## src/oscc_pkg.sv

```systemverilog
// Shared constants and types of the on/off switching-cycle controller.
// Assumes a 50 MHz reference clock; every clock-cycle count below is derived from it.
package oscc_pkg;

    // Clock and oscillator.
    localparam int unsigned CLK_HZ = 50_000_000;
    localparam int unsigned OSC_HZ = 132_000;
    localparam int unsigned JIT_PP_HZ = 8_000;
    localparam int unsigned OSC_PERIOD_CYC = CLK_HZ / OSC_HZ;
    localparam int unsigned OSC_FAST_CYC = CLK_HZ / (OSC_HZ + JIT_PP_HZ / 2);
    localparam int unsigned JIT_CYC = 2 * (OSC_PERIOD_CYC - OSC_FAST_CYC);
    localparam int unsigned MAX_DUTY_PCT = 65;
    localparam int unsigned DUTY_CYC = OSC_PERIOD_CYC * MAX_DUTY_PCT / 100;

    // Shortest conduction before the frequency is lowered.
    localparam int unsigned MIN_ON_NS = 400;
    localparam int unsigned MIN_ON_CYC = (MIN_ON_NS * (CLK_HZ / 1_000_000) + 999) / 1000;

    // Fault and restart-off intervals, counted in oscillator cycles.
    localparam int unsigned FAULT_MS = 64;
    localparam int unsigned RESTART_MS = 2500;
    localparam int unsigned FAULT_OSC = FAULT_MS * (OSC_HZ / 1000);
    localparam int unsigned RESTART_OSC = RESTART_MS * (OSC_HZ / 1000);

    // Current-limit state machine window and thresholds.
    localparam int unsigned CL_WIN = 16;
    localparam int unsigned CL_FULL_MIN = 8;
    localparam int unsigned CL_MED_MIN = 3;

    // Register map.
    localparam logic [7:0] REG_CTRL = 8'h00;
    localparam logic [7:0] REG_STATUS = 8'h04;
    localparam logic [7:0] REG_COUNT = 8'h08;
    localparam logic [1:0] CTRL_RESET = 2'h3;
    localparam int unsigned CTRL_RUN_BIT = 0;
    localparam int unsigned CTRL_JIT_BIT = 1;

    // Supply-capacitor classes and current-limit ranges.
    localparam logic [1:0] CAP_MIN = 2'h0;
    localparam logic [1:0] CAP_MED = 2'h1;
    localparam logic [1:0] CAP_LARGE = 2'h2;
    localparam logic [1:0] RNG_STD = 2'h0;
    localparam logic [1:0] RNG_RED = 2'h1;
    localparam logic [1:0] RNG_INC = 2'h2;

    typedef enum logic [2:0] {
        ST_UV_WAIT = 3'h1,
        ST_RUN = 3'h2,
        ST_OFF = 3'h4
    } oscc_run_t;

    typedef enum logic [2:0] {
        CL_FULL = 3'h1,
        CL_MED = 3'h2,
        CL_LIGHT = 3'h4
    } oscc_cl_t;

    typedef struct packed {
        logic start;
        logic max_duty;
    } oscc_osc_t;

endpackage : oscc_pkg

```

## src/oscc_interval_timer.sv

```systemverilog
// Interval counter advanced by oscillator ticks.
// Assumes the tick is a one-cycle pulse in the reference clock domain.
`timescale 1ns/1ns
`default_nettype none
module oscc_interval_timer #(
    parameter int unsigned LIMIT = 8448,
    parameter int unsigned W = $clog2(LIMIT + 1)
) (
    // Clock and reset.
    input wire logic i_ref_clk,
    input wire logic i_rst_n,
    input wire logic i_clk_en,
    // Control.
    input wire logic i_clear,
    input wire logic i_tick,
    // Status.
    output logic o_done
);
    logic [W-1:0] cnt_q;
    logic [W-1:0] cnt_d;

    always_comb begin
        cnt_d = cnt_q;
        if (i_clear) begin
            cnt_d = '0;
        end else if (i_tick && cnt_q != W'(LIMIT)) begin
            cnt_d = cnt_q + 1'b1;
        end
    end

    always_ff @(posedge i_ref_clk) begin
        if (!i_rst_n) begin
            cnt_q <= '0;
        end else if (i_clk_en) begin
            cnt_q <= cnt_d;
        end
    end

    assign o_done = (cnt_q == W'(LIMIT));
endmodule : oscc_interval_timer
`default_nettype wire

```

## src/oscc_oscillator.sv

```systemverilog
// Free-running jittered oscillator: cycle-start pulse and maximum-duty level.
// Assumes the 50 MHz reference clock; jitter sweeps the period up and down.
`timescale 1ns/1ns
`default_nettype none
module oscc_oscillator #(
    parameter int unsigned PW = 9
) (
    // Clock and reset.
    input wire logic i_ref_clk,
    input wire logic i_rst_n,
    input wire logic i_clk_en,
    // Control.
    input wire logic i_jit_en,
    // Oscillator outputs.
    output oscc_pkg::oscc_osc_t o_osc
);
    logic [PW-1:0] cnt_q;
    logic [PW-1:0] cnt_d;
    logic [PW-1:0] jit_q;
    logic [PW-1:0] jit_d;
    logic dir_q;
    logic dir_d;
    logic [PW-1:0] last;
    logic wrap;
    oscc_pkg::oscc_osc_t osc_q;
    oscc_pkg::oscc_osc_t osc_d;

    always_comb begin
        last = PW'(oscc_pkg::OSC_FAST_CYC - 1) + (i_jit_en ? jit_q : '0);
        wrap = (cnt_q >= last);
        cnt_d = wrap ? '0 : cnt_q + 1'b1;
        jit_d = jit_q;
        dir_d = dir_q;
        // The period walks one step per cycle across the jitter span.
        if (wrap) begin
            if (dir_q) begin
                jit_d = jit_q + 1'b1;
                dir_d = (jit_q + 1'b1) != PW'(oscc_pkg::JIT_CYC);
            end else begin
                jit_d = jit_q - 1'b1;
                dir_d = (jit_q - 1'b1) == '0;
            end
        end
        osc_d.start = wrap;
        osc_d.max_duty = cnt_d < PW'(oscc_pkg::DUTY_CYC);
    end

    always_ff @(posedge i_ref_clk) begin
        if (!i_rst_n) begin
            cnt_q <= '0;
            jit_q <= '0;
            dir_q <= 1'b1;
            osc_q <= '0;
        end else if (i_clk_en) begin
            cnt_q <= cnt_d;
            jit_q <= jit_d;
            dir_q <= dir_d;
            osc_q <= osc_d;
        end
    end

    assign o_osc = osc_q;
endmodule : oscc_oscillator
`default_nettype wire

```

## src/oscc_switch_controller.sv

```systemverilog
// Cycle-by-cycle on/off controller of an integrated power switch, APB slave.
// Assumes all inputs synchronous to i_ref_clk and analog sensing outside.
`timescale 1ns/1ns
`default_nettype none
module oscc_switch_controller #(
    parameter int unsigned FAULT_OSC = oscc_pkg::FAULT_OSC,
    parameter int unsigned RESTART_OSC = oscc_pkg::RESTART_OSC,
    parameter bit SMALLEST_MEMBER = 1'b0
) (
    // Clock, reset and clock enable.
    input wire logic i_ref_clk,
    input wire logic i_rst_n,
    input wire logic i_clk_en,
    // APB slave.
    input wire logic i_psel,
    input wire logic i_penable,
    input wire logic i_pwrite,
    input wire logic [7:0] i_paddr,
    input wire logic [31:0] i_pwdata,
    output logic [31:0] o_prdata,
    output logic o_pready,
    output logic o_pslverr,
    // Sensing.
    input wire logic i_feedback_line_sense_pin,
    input wire logic i_line_sense_present,
    input wire logic i_line_uv,
    input wire logic i_cur_limit,
    input wire logic [1:0] i_cap_class,
    // Switch and status.
    output logic o_switch_on,
    output logic o_max_duty_signal,
    output logic o_cycle_start,
    output logic [2:0] o_run_state,
    output logic [2:0] o_cl_step,
    output logic [1:0] o_cl_range
);
    localparam int unsigned CW = $clog2(oscc_pkg::CL_WIN + 1);
    localparam int unsigned OW = $clog2(oscc_pkg::MIN_ON_CYC + 1);

    oscc_pkg::oscc_osc_t osc;
    logic start;
    logic uv_active;
    logic fire;
    logic fault_done;
    logic restart_done;
    logic fault_clear;
    logic fault_tick;
    logic restart_clear;
    logic restart_tick;

    // Cycle and switch state.
    logic switch_q;
    logic switch_d;
    logic skip_q;
    logic skip_d;
    logic startup_q;
    logic startup_d;
    logic [OW-1:0] on_cnt_q;
    logic [OW-1:0] on_cnt_d;
    logic duty_q;
    logic start_q;

    // Run state machine.
    oscc_pkg::oscc_run_t st_q;
    oscc_pkg::oscc_run_t st_d;

    // Current-limit state machine.
    oscc_pkg::oscc_cl_t cl_q;
    oscc_pkg::oscc_cl_t cl_d;
    logic [CW-1:0] win_q;
    logic [CW-1:0] win_d;
    logic [CW-1:0] en_q;
    logic [CW-1:0] en_d;
    logic [CW-1:0] en_sum;

    // Current-limit range capture.
    logic cap_done_q;
    logic cap_done_d;
    logic [1:0] rng_q;
    logic [1:0] rng_d;

    // Registers and bus.
    logic [1:0] ctrl_q;
    logic [1:0] ctrl_d;
    logic [31:0] count_q;
    logic [31:0] count_d;
    logic [31:0] prdata_q;
    logic [31:0] prdata_d;
    logic pready_q;
    logic pready_d;
    logic pslverr_q;
    logic pslverr_d;
    logic setup;
    logic wr_ok;
    logic mapped;

    oscc_oscillator #(
        .PW(9)
    ) u_osc (
        .i_ref_clk(i_ref_clk),
        .i_rst_n(i_rst_n),
        .i_clk_en(i_clk_en),
        .i_jit_en(ctrl_q[oscc_pkg::CTRL_JIT_BIT]),
        .o_osc(osc)
    );

    oscc_interval_timer #(
        .LIMIT(FAULT_OSC)
    ) u_fault (
        .i_ref_clk(i_ref_clk),
        .i_rst_n(i_rst_n),
        .i_clk_en(i_clk_en),
        .i_clear(fault_clear),
        .i_tick(fault_tick),
        .o_done(fault_done)
    );

    oscc_interval_timer #(
        .LIMIT(RESTART_OSC)
    ) u_restart (
        .i_ref_clk(i_ref_clk),
        .i_rst_n(i_rst_n),
        .i_clk_en(i_clk_en),
        .i_clear(restart_clear),
        .i_tick(restart_tick),
        .o_done(restart_done)
    );

    // Switching cycle: the enable is looked at only on the cycle-start pulse.
    always_comb begin
        start = osc.start;
        uv_active = i_line_sense_present && i_line_uv;
        fire = start && i_feedback_line_sense_pin && (st_q == oscc_pkg::ST_RUN)
            && ctrl_q[oscc_pkg::CTRL_RUN_BIT] && !skip_q && !switch_q;
        switch_d = switch_q;
        on_cnt_d = on_cnt_q;
        skip_d = skip_q;
        startup_d = startup_q;
        if (start) begin
            skip_d = 1'b0;
        end
        if (fire) begin
            switch_d = 1'b1;
            on_cnt_d = '0;
        end else if (switch_q) begin
            // Only the limit or the duty end stops a running cycle.
            if (i_cur_limit || !osc.max_duty) begin
                switch_d = 1'b0;
                if (i_cur_limit && startup_q && on_cnt_q < OW'(oscc_pkg::MIN_ON_CYC)) begin
                    skip_d = 1'b1;
                end
            end else if (on_cnt_q != OW'(oscc_pkg::MIN_ON_CYC)) begin
                on_cnt_d = on_cnt_q + 1'b1;
            end
        end
        // Start-up or restart ends at the first skipped cycle.
        if (start && !i_feedback_line_sense_pin && st_q == oscc_pkg::ST_RUN) begin
            startup_d = 1'b0;
        end else if (st_q != oscc_pkg::ST_RUN) begin
            startup_d = 1'b1;
        end
    end

    always_ff @(posedge i_ref_clk) begin
        if (!i_rst_n) begin
            switch_q <= 1'b0;
            skip_q <= 1'b0;
            startup_q <= 1'b1;
            on_cnt_q <= '0;
            duty_q <= 1'b0;
            start_q <= 1'b0;
        end else if (i_clk_en) begin
            switch_q <= switch_d;
            skip_q <= skip_d;
            startup_q <= startup_d;
            on_cnt_q <= on_cnt_d;
            duty_q <= osc.max_duty;
            start_q <= osc.start;
        end
    end

    // Run state: undervoltage wait, running, restart-off.
    always_comb begin
        st_d = st_q;
        fault_clear = (st_q != oscc_pkg::ST_RUN) || (start && !i_feedback_line_sense_pin);
        fault_tick = start && (st_q == oscc_pkg::ST_RUN);
        restart_clear = (st_q != oscc_pkg::ST_OFF);
        restart_tick = start && (st_q == oscc_pkg::ST_OFF) && !uv_active;
        unique case (st_q)
            oscc_pkg::ST_UV_WAIT: begin
                if (!uv_active) begin
                    st_d = oscc_pkg::ST_RUN;
                end
            end
            oscc_pkg::ST_RUN: begin
                if (fault_done) begin
                    st_d = oscc_pkg::ST_OFF;
                end
            end
            oscc_pkg::ST_OFF: begin
                if (restart_done) begin
                    st_d = oscc_pkg::ST_UV_WAIT;
                end
            end
            default: begin
                st_d = oscc_pkg::ST_UV_WAIT;
            end
        endcase
    end

    always_ff @(posedge i_ref_clk) begin
        if (!i_rst_n) begin
            st_q <= oscc_pkg::ST_UV_WAIT;
        end else if (i_clk_en) begin
            st_q <= st_d;
        end
    end

    // Load estimate: enabled cycles counted over a window of samples.
    always_comb begin
        cl_d = cl_q;
        win_d = win_q;
        en_d = en_q;
        en_sum = en_q + CW'(fire);
        if (start) begin
            if (win_q == CW'(oscc_pkg::CL_WIN - 1)) begin
                win_d = '0;
                en_d = '0;
                if (en_sum >= CW'(oscc_pkg::CL_FULL_MIN)) begin
                    cl_d = oscc_pkg::CL_FULL;
                end else if (en_sum >= CW'(oscc_pkg::CL_MED_MIN)) begin
                    cl_d = oscc_pkg::CL_MED;
                end else begin
                    cl_d = oscc_pkg::CL_LIGHT;
                end
            end else begin
                win_d = win_q + 1'b1;
                en_d = en_sum;
            end
        end
    end

    always_ff @(posedge i_ref_clk) begin
        if (!i_rst_n) begin
            cl_q <= oscc_pkg::CL_FULL;
            win_q <= '0;
            en_q <= '0;
        end else if (i_clk_en) begin
            cl_q <= cl_d;
            win_q <= win_d;
            en_q <= en_d;
        end
    end

    // Limit range taken from the capacitor class once, then held.
    always_comb begin
        cap_done_d = 1'b1;
        rng_d = rng_q;
        if (!cap_done_q) begin
            unique case (i_cap_class)
                oscc_pkg::CAP_MED: rng_d = oscc_pkg::RNG_RED;
                oscc_pkg::CAP_LARGE: rng_d = SMALLEST_MEMBER ? oscc_pkg::RNG_STD
                    : oscc_pkg::RNG_INC;
                default: rng_d = oscc_pkg::RNG_STD;
            endcase
        end
    end

    always_ff @(posedge i_ref_clk) begin
        if (!i_rst_n) begin
            cap_done_q <= 1'b0;
            rng_q <= oscc_pkg::RNG_STD;
        end else if (i_clk_en) begin
            cap_done_q <= cap_done_d;
            rng_q <= rng_d;
        end
    end

    // APB slave with one answer cycle; unmapped offsets answer with an error.
    always_comb begin
        setup = i_psel && !i_penable;
        wr_ok = i_psel && i_penable && pready_q && i_pwrite && !pslverr_q;
        mapped = (i_paddr == oscc_pkg::REG_CTRL) || (i_paddr == oscc_pkg::REG_STATUS)
            || (i_paddr == oscc_pkg::REG_COUNT);
        ctrl_d = ctrl_q;
        if (wr_ok && i_paddr == oscc_pkg::REG_CTRL) begin
            ctrl_d = i_pwdata[1:0];
        end
        count_d = fire ? count_q + 32'h1 : count_q;
        pready_d = setup;
        pslverr_d = setup && !mapped;
        prdata_d = 32'h0;
        if (setup && !i_pwrite) begin
            if (i_paddr == oscc_pkg::REG_CTRL) begin
                prdata_d = {30'h0, ctrl_q};
            end else if (i_paddr == oscc_pkg::REG_STATUS) begin
                prdata_d = {21'h0, uv_active, startup_q, switch_q, rng_q, cl_q, st_q};
            end else if (i_paddr == oscc_pkg::REG_COUNT) begin
                prdata_d = count_q;
            end
        end
    end

    always_ff @(posedge i_ref_clk) begin
        if (!i_rst_n) begin
            ctrl_q <= oscc_pkg::CTRL_RESET;
            count_q <= 32'h0;
            prdata_q <= 32'h0;
            pready_q <= 1'b0;
            pslverr_q <= 1'b0;
        end else if (i_clk_en) begin
            ctrl_q <= ctrl_d;
            count_q <= count_d;
            prdata_q <= prdata_d;
            pready_q <= pready_d;
            pslverr_q <= pslverr_d;
        end
    end

    assign o_prdata = prdata_q;
    assign o_pready = pready_q;
    assign o_pslverr = pslverr_q;
    assign o_switch_on = switch_q;
    assign o_max_duty_signal = duty_q;
    assign o_cycle_start = start_q;
    assign o_run_state = st_q;
    assign o_cl_step = cl_q;
    assign o_cl_range = rng_q;
endmodule : oscc_switch_controller
`default_nettype wire

```

## config.mk

```make
export PLATFORM = sky130hd
export DESIGN_NAME = oscc_switch_controller
export DESIGN_NICKNAME = d
export VERILOG_FILES = /design/src/oscc_pkg.sv /design/src/oscc_interval_timer.sv /design/src/oscc_oscillator.sv /design/src/oscc_switch_controller.sv
export SDC_FILE = /design/constraint.sdc
export NUM_CORES = 1
export LEC_CHECK = 0
export ABC_AREA = 1
export ABC_CLOCK_PERIOD_IN_PS = 2300
export BUFFER_PORTS_ARGS = -buffer_cell sky130_fd_sc_hd__clkbuf_2
export CAP_MARGIN = 20
export CORE_UTILIZATION = 54
export CTS_CLUSTER_DIAMETER = 80
export DETAILED_ROUTE_END_ITERATION = 10
export PLACE_DENSITY = 0.77
export SETUP_SLACK_MARGIN = 0.5
export SYNTH_ARGS = -nofsm -noshare
export SYNTH_HDL_FRONTEND = slang
export SYNTH_HIERARCHICAL = 1
export SYNTH_SLANG_ARGS = --single-unit
```

## constraint.sdc

```tcl
create_clock -name i_ref_clk -period 2.3 [get_ports i_ref_clk]
set_input_delay 0.46 -clock i_ref_clk [delete_from_list [all_inputs] [get_ports i_ref_clk]]
set_output_delay 0.46 -clock i_ref_clk [all_outputs]
set_load 0.02 [all_outputs]
```

# Word-level counts from Yosys, hierarchy flattened
# Cells that the tools add are included.
# totals
inputBits	52
register_bits	151
# classes
eq_ne	20
reduce_logical	54
magnitude_cmp	5
mux	35
addsub	10
bitwise	1
# ops
operator	count
2-to-1 mux 32 bit	4
2-to-1 mux 19 bit	2
adder 32 x 1 -> 32 bit, second input constant	1
2-to-1 mux 5 bit	6
2-to-1 mux 14 bit	2
2-to-1 mux 9 bit	3
logical AND 1 bit	23
adder 19 x 1 -> 19 bit, second input constant	1
== test 19 bit, second input constant	1
!= test 19 bit, second input constant	1
adder 9 x 1 -> 9 bit, second input constant	2
AND reduction 2 bit	8
2-to-1 mux 3 bit	5
adder 14 x 1 -> 14 bit, second input constant	1
== test 14 bit, second input constant	1
!= test 14 bit, second input constant	1
2-to-1 mux 1 bit	11
adder 5 x 1 -> 5 bit, second input constant	2
nonzero test 2 bit	5
adder 9 bit, first input constant	1
greater-or-equal comparator 9 bit	1
logical NOT 1 bit	9
logical NOT 9 bit	1
less-than comparator 9 x 8 -> 1 bit, second input constant	1
25 further kinds	32

# Logic depth before layout (Yosys ltp)
# depth
depth_word	9
mapped_depth	19
depth_no_buf	18

# Cells and area by module
# Netlist, hierarchy kept.
# by_module_without_submodules
module	area_each_um2	seq_area_each_um2	instances	cells_each
oscc_switch_controller	4834.6	1941.9	1	713
oscc_oscillator	1806.7	420.4	1	276
oscc_interval_timer (u_restart)	1422.6	380.4	1	248
oscc_interval_timer (u_fault)	1027.2	280.3	1	176

# Worst setup path before layout
# OpenSTA, ideal clock, no wires.
# synth_timing
kind	register -> register
start	register ctrl_q[1]
end	register u_osc.jit_q[5]
period_less_slack_ns	2.428
path_buffers	2
path_stages_with_launch	19
arrival_time_ns	2.311
slack_ns	-0.128
cell_sequence	dfxtp_1 -> buf_2 -> nand2_1 -> ha_1 -> nand2_1 -> nand2_1 -> nand3_1 -> xnor2_1 -> inv_1 -> ha_1 -> nand2_1 -> nor2_2 -> a21boi_2 -> nor2_4 -> nor2_4 -> inv_2 -> buf_6 -> a211oi_2 -> nor2_1
# synth_between
elab_chain_len	4
# synth_lines
element	line_no	source
start: declaration	oscc_switch_controller.sv:83	logic [1:0] ctrl_q;
start signal: assignment	oscc_switch_controller.sv:306	ctrl_q <= oscc_pkg::CTRL_RESET;
start signal: assignment	oscc_switch_controller.sv:312	ctrl_q <= ctrl_d;
2-to-1 mux 9 bit	oscc_oscillator.sv:29	last = PW'(oscc_pkg::OSC_FAST_CYC - 1) + (i_jit_en ? jit_q : '0);
adder 9 bit	oscc_oscillator.sv:29	
greater-or-equal comparator 9 bit	oscc_oscillator.sv:30	wrap = (cnt_q >= last);
AND reduction 2 bit (no line)	--	
end signal: assignment	oscc_oscillator.sv:56	jit_q <= jit_d;
end: declaration	oscc_oscillator.sv:19	logic [PW-1:0] jit_q;
# Every way passes these cells.
# A chain may end at the register's enable or synchronous reset.

# Worst setup path after layout
# layout_timing
start	register ctrl_q[1]
end	register u_osc.osc_q (netlist bit u_osc/o_osc[0])
# layout_between
elab_chain_len	5
# layout_lines
element	line_no	source
2-to-1 mux 9 bit	oscc_oscillator.sv:29	
adder 9 bit	oscc_oscillator.sv:29	
greater-or-equal comparator 9 bit	oscc_oscillator.sv:30	
2-to-1 mux 9 bit	oscc_oscillator.sv:31	cnt_d = wrap ? '0 : cnt_q + 1'b1;
less-than comparator 9 x 8 -> 1 bit	oscc_oscillator.sv:45	osc_d.max_duty = cnt_d < PW'(oscc_pkg::DUTY_CYC);
end signal: assignment	oscc_oscillator.sv:58	osc_q <= osc_d;
end: declaration	oscc_oscillator.sv:25	oscc_pkg::oscc_osc_t osc_q;
# Every way passes these cells.

==> reports/qor.yml <==
status: "complete, but fails checks"
violations: "setup timing"
syn_area_um2: 9090
cts_hold_buf: 0
period_share: 1.06
clk_path_buf_depth: 2
min_path_type: "input port to flop"
holdWs_ns: 0.283
irDropWorstVdd_uv: 514
r2r_cells: 17
start_kind: "flop"
die_h_um: 132
endpoint_kind: "flop"
drc: 0
holdPathStages: 3
critPathRequiredTime_ns: 2.60
setup_viol: 13
regToRegStartpoint: "ctrl_q[1]$_SDFFE_PN1P_"
row_count: 47
numPortBuffers: 66
worst_pin_slew_ns: 0.499
first_global_vias: 8388
cap_viol_max_count: 0
yosys.area_share.adder: 0.0344
core_um2: 16500
fin_skew_ns: 0.00807
initial_core_util: 0.550
cts_made_buffers: 17
synth-compound-area-share: 0.115
r2r_end: "u_osc/o_osc[0]$_SDFFE_PN0P_"
synth_ff_type: "dfxtp_1"
fin_util: 0.663
area_growth_pct: 20.4
dp_hpwl_mm: 16.5
clock_sinks: 151
ant_nets: 0
syn_avg_cell_area_um2: 6.43
fp.dieW_um: 132
multi_input_area_um2: 5570
arrival_ns: 2.75
drtIter0Drc: 714
fmax_ghz: 0.409
insertedDiodeCount: 0
grt_first_pass_wirelength_mm: 39.3
synth-seq-cells: 151
hold_viol: 0
cts_tree: "yes"
async_flop_share: 0
p_leak_uw: 0.00451
drive_above_1_share: 0.178
gp_congestion: 0.892
crit_type: "flop to flop"
grt_max_degree: 41
crit_path_start: "ctrl_q[1]$_SDFFE_PN1P_"
dieArea_um2: 17400
tns_ns: -0.816
mostFrequentLayoutCell: "nand2_1"
timing.final.crit_period_ns: 2.45
drt-pass1-iter-count: 7
wl_per_cell_um: 13.8
synth.distinct_cells: 51
ioPinCount: 97
antenna_found_initial: 0
grt_usage: 0.276
holdPathEnd: "ctrl_q[0]$_SDFFE_PN1P_"
seq_area_frac_synth: 0.333
syn_nets: 1490
synth_edf_count: 0
synthSimpleGateAreaFrac: 0.402
synth_mux_area_frac: 0
drv_slew: 0
r2r_slack_ns: -0.15
wl_mm: 24.1
cp_max_fo: 6
vias: 9359
path_clk_slew_ns: 0.06
regArea_um2: 3040
syn_inst: 1413
rsz0062_at_grt: "true"
ys.warnings.count: 6
final_cell_mix: "nand2_1, nor2_1, nand3_1"
power_density_nw_per_um2: 580
synth_top_family_by_area: "simple AND/OR/NAND/NOR gates"
yosys.area_share.xor_xnor: 0.0231
overflow: 0
filler_cell_count: 1424
relSlewSlack: 0.665
hold_start: "i_pwdata[0]"
final_nets: 1588
clockRootBuffer: "clkbuf_16"
clkLatencyLatePin_ns: 0.43
timing.final.ws_setup_ns: -0.146
h-tree-depth: 4
avgViaCountPerCell: 5.37
## power by group
group	switching, uW	internal [uW]	leakage [uW]	total, uW
logic	336	195	0.00298	532
registers	58.8	2660	0.00123	2720
clock network	1140	1970	0.000306	3100
## worst max path at each step
| stage | end | slack (ns) | cells after the start |
|---|---|---|---|
| after detailed placement | u_osc/o_osc[0]$_SDFFE_PN0P_ | -0.23 | 17 |
| after CTS | u_osc/o_osc[0]$_SDFFE_PN0P_ | -0.10 | 17 |
| after global placement | u_osc/o_osc[0]$_SDFFE_PN0P_ | -0.22 | 17 |
| after floorplan | u_osc/jit_q[5]$_SDFFE_PN0P_ | -0.03 | 18 |
| final | u_osc/o_osc[0]$_SDFFE_PN0P_ | -0.15 | 17 |
| after global routing | u_osc/o_osc[0]$_SDFFE_PN0P_ | -0.28 | 17 |
## flip-flops by register name, summed over array words and instances (netlist names), 3 cells and up
| signal | flops |
|---|---|
| count_q | 32 |
| en_q | 5 |
| o_cl_step | 3 |
| o_prdata | 32 |
| o_run_state | 3 |
| on_cnt_q | 5 |
| u_fault/cnt_q | 14 |
| u_osc/cnt_q | 9 |
| u_osc/jit_q | 9 |
| u_restart/cnt_q | 19 |
| win_q | 5 |
## timing repair
item | in CTS | in global routing
setup endpoints to repair | 26 | 61
endpoints found under the hold margin | 0 | 0
gates resized for setup | 35 | 48
pin swaps | 26 | 20
gates cloned | 1 | 2
setup buffers | 7 | 8
## synthesized netlist by cell type, drive strengths merged (2+ instances only)
cell type	number	area share
o211ai	3	0.0025
nor3	11	0.0078
inv	142	0.059
nand3b	3	0.0025
a31oi	2	0.0014
a211oi	3	0.0036
nand4	22	0.015
nor3b	2	0.0017
xnor2	10	0.0096
nand3	163	0.093
buf	31	0.025
xor2	14	0.013
clkinv	4	0.0022
clkbuf	19	0.0078
dfxtp	151	0.33
nor2	221	0.11
o21bai	5	0.0041
ha	25	0.034
a21oi	111	0.062
nand2	399	0.17
o21ai	62	0.035
## metrics by stage
stage / worst slack (ns) / cell area (um^2) / std cells / power (uW)
floorplan: -0.0330 / 9140 / 1413 / 3090
global placement: -0.219 / 9810 / 1694 / 3230
detailed placement: -0.232 / 9810 / 1694 / 3240
CTS: -0.101 / 10600 / 1734 / 6330
global route: -0.277 / 10900 / 1744 / 6550
finish: -0.146 / 10900 / 1744 / 6350
## layer usage
metal | part of all wire | GRT usage
met5 | 0 | 0
met4 | 0.020 | 0.103
met3 | 0.048 | 0.0411
met2 | 0.47 | 0.448
met1 | 0.46 | 0.370
## critical path, stage by stage (launching register included)
cell,delay [ns]
dfxtp_4,0.42
nand2_4,0.09
nand3_4,0.09
nand2_4,0.06
a31oi_4,0.16
a21oi_2,0.05
a21oi_2,0.17
ha_4,0.24
a21o_1,0.16
nor2_1,0.09
nand2_1,0.09
nor2_4,0.22
buf_6,0.15
nand3_2,0.07
nand2_1,0.09
nand2_1,0.07
nand2_1,0.06
a21oi_1,0.06
## logic make-up after synthesis
kind of cell / Yosys count
AO/OA/AOI/OAI: 193
XOR/XNOR: 24
adder cells (fa/ha/maj): 25
buffers and inverters: 196
flip-flops: 151
AND/OR/NAND/NOR: 824
## area by class of cell
| type | count | share of cell area |
|---|---|---|
| clock buffer | 22 | 0.0415 |
| clock inverter | 10 | 0.0175 |
| inverter | 146 | 0.0510 |
| multi-input combinational | 1068 | 0.509 |
| sequential | 151 | 0.278 |
| tap | 220 | 0.0251 |
| timing repair buffer | 127 | 0.0785 |
Power figures use the tool's default switching activity.
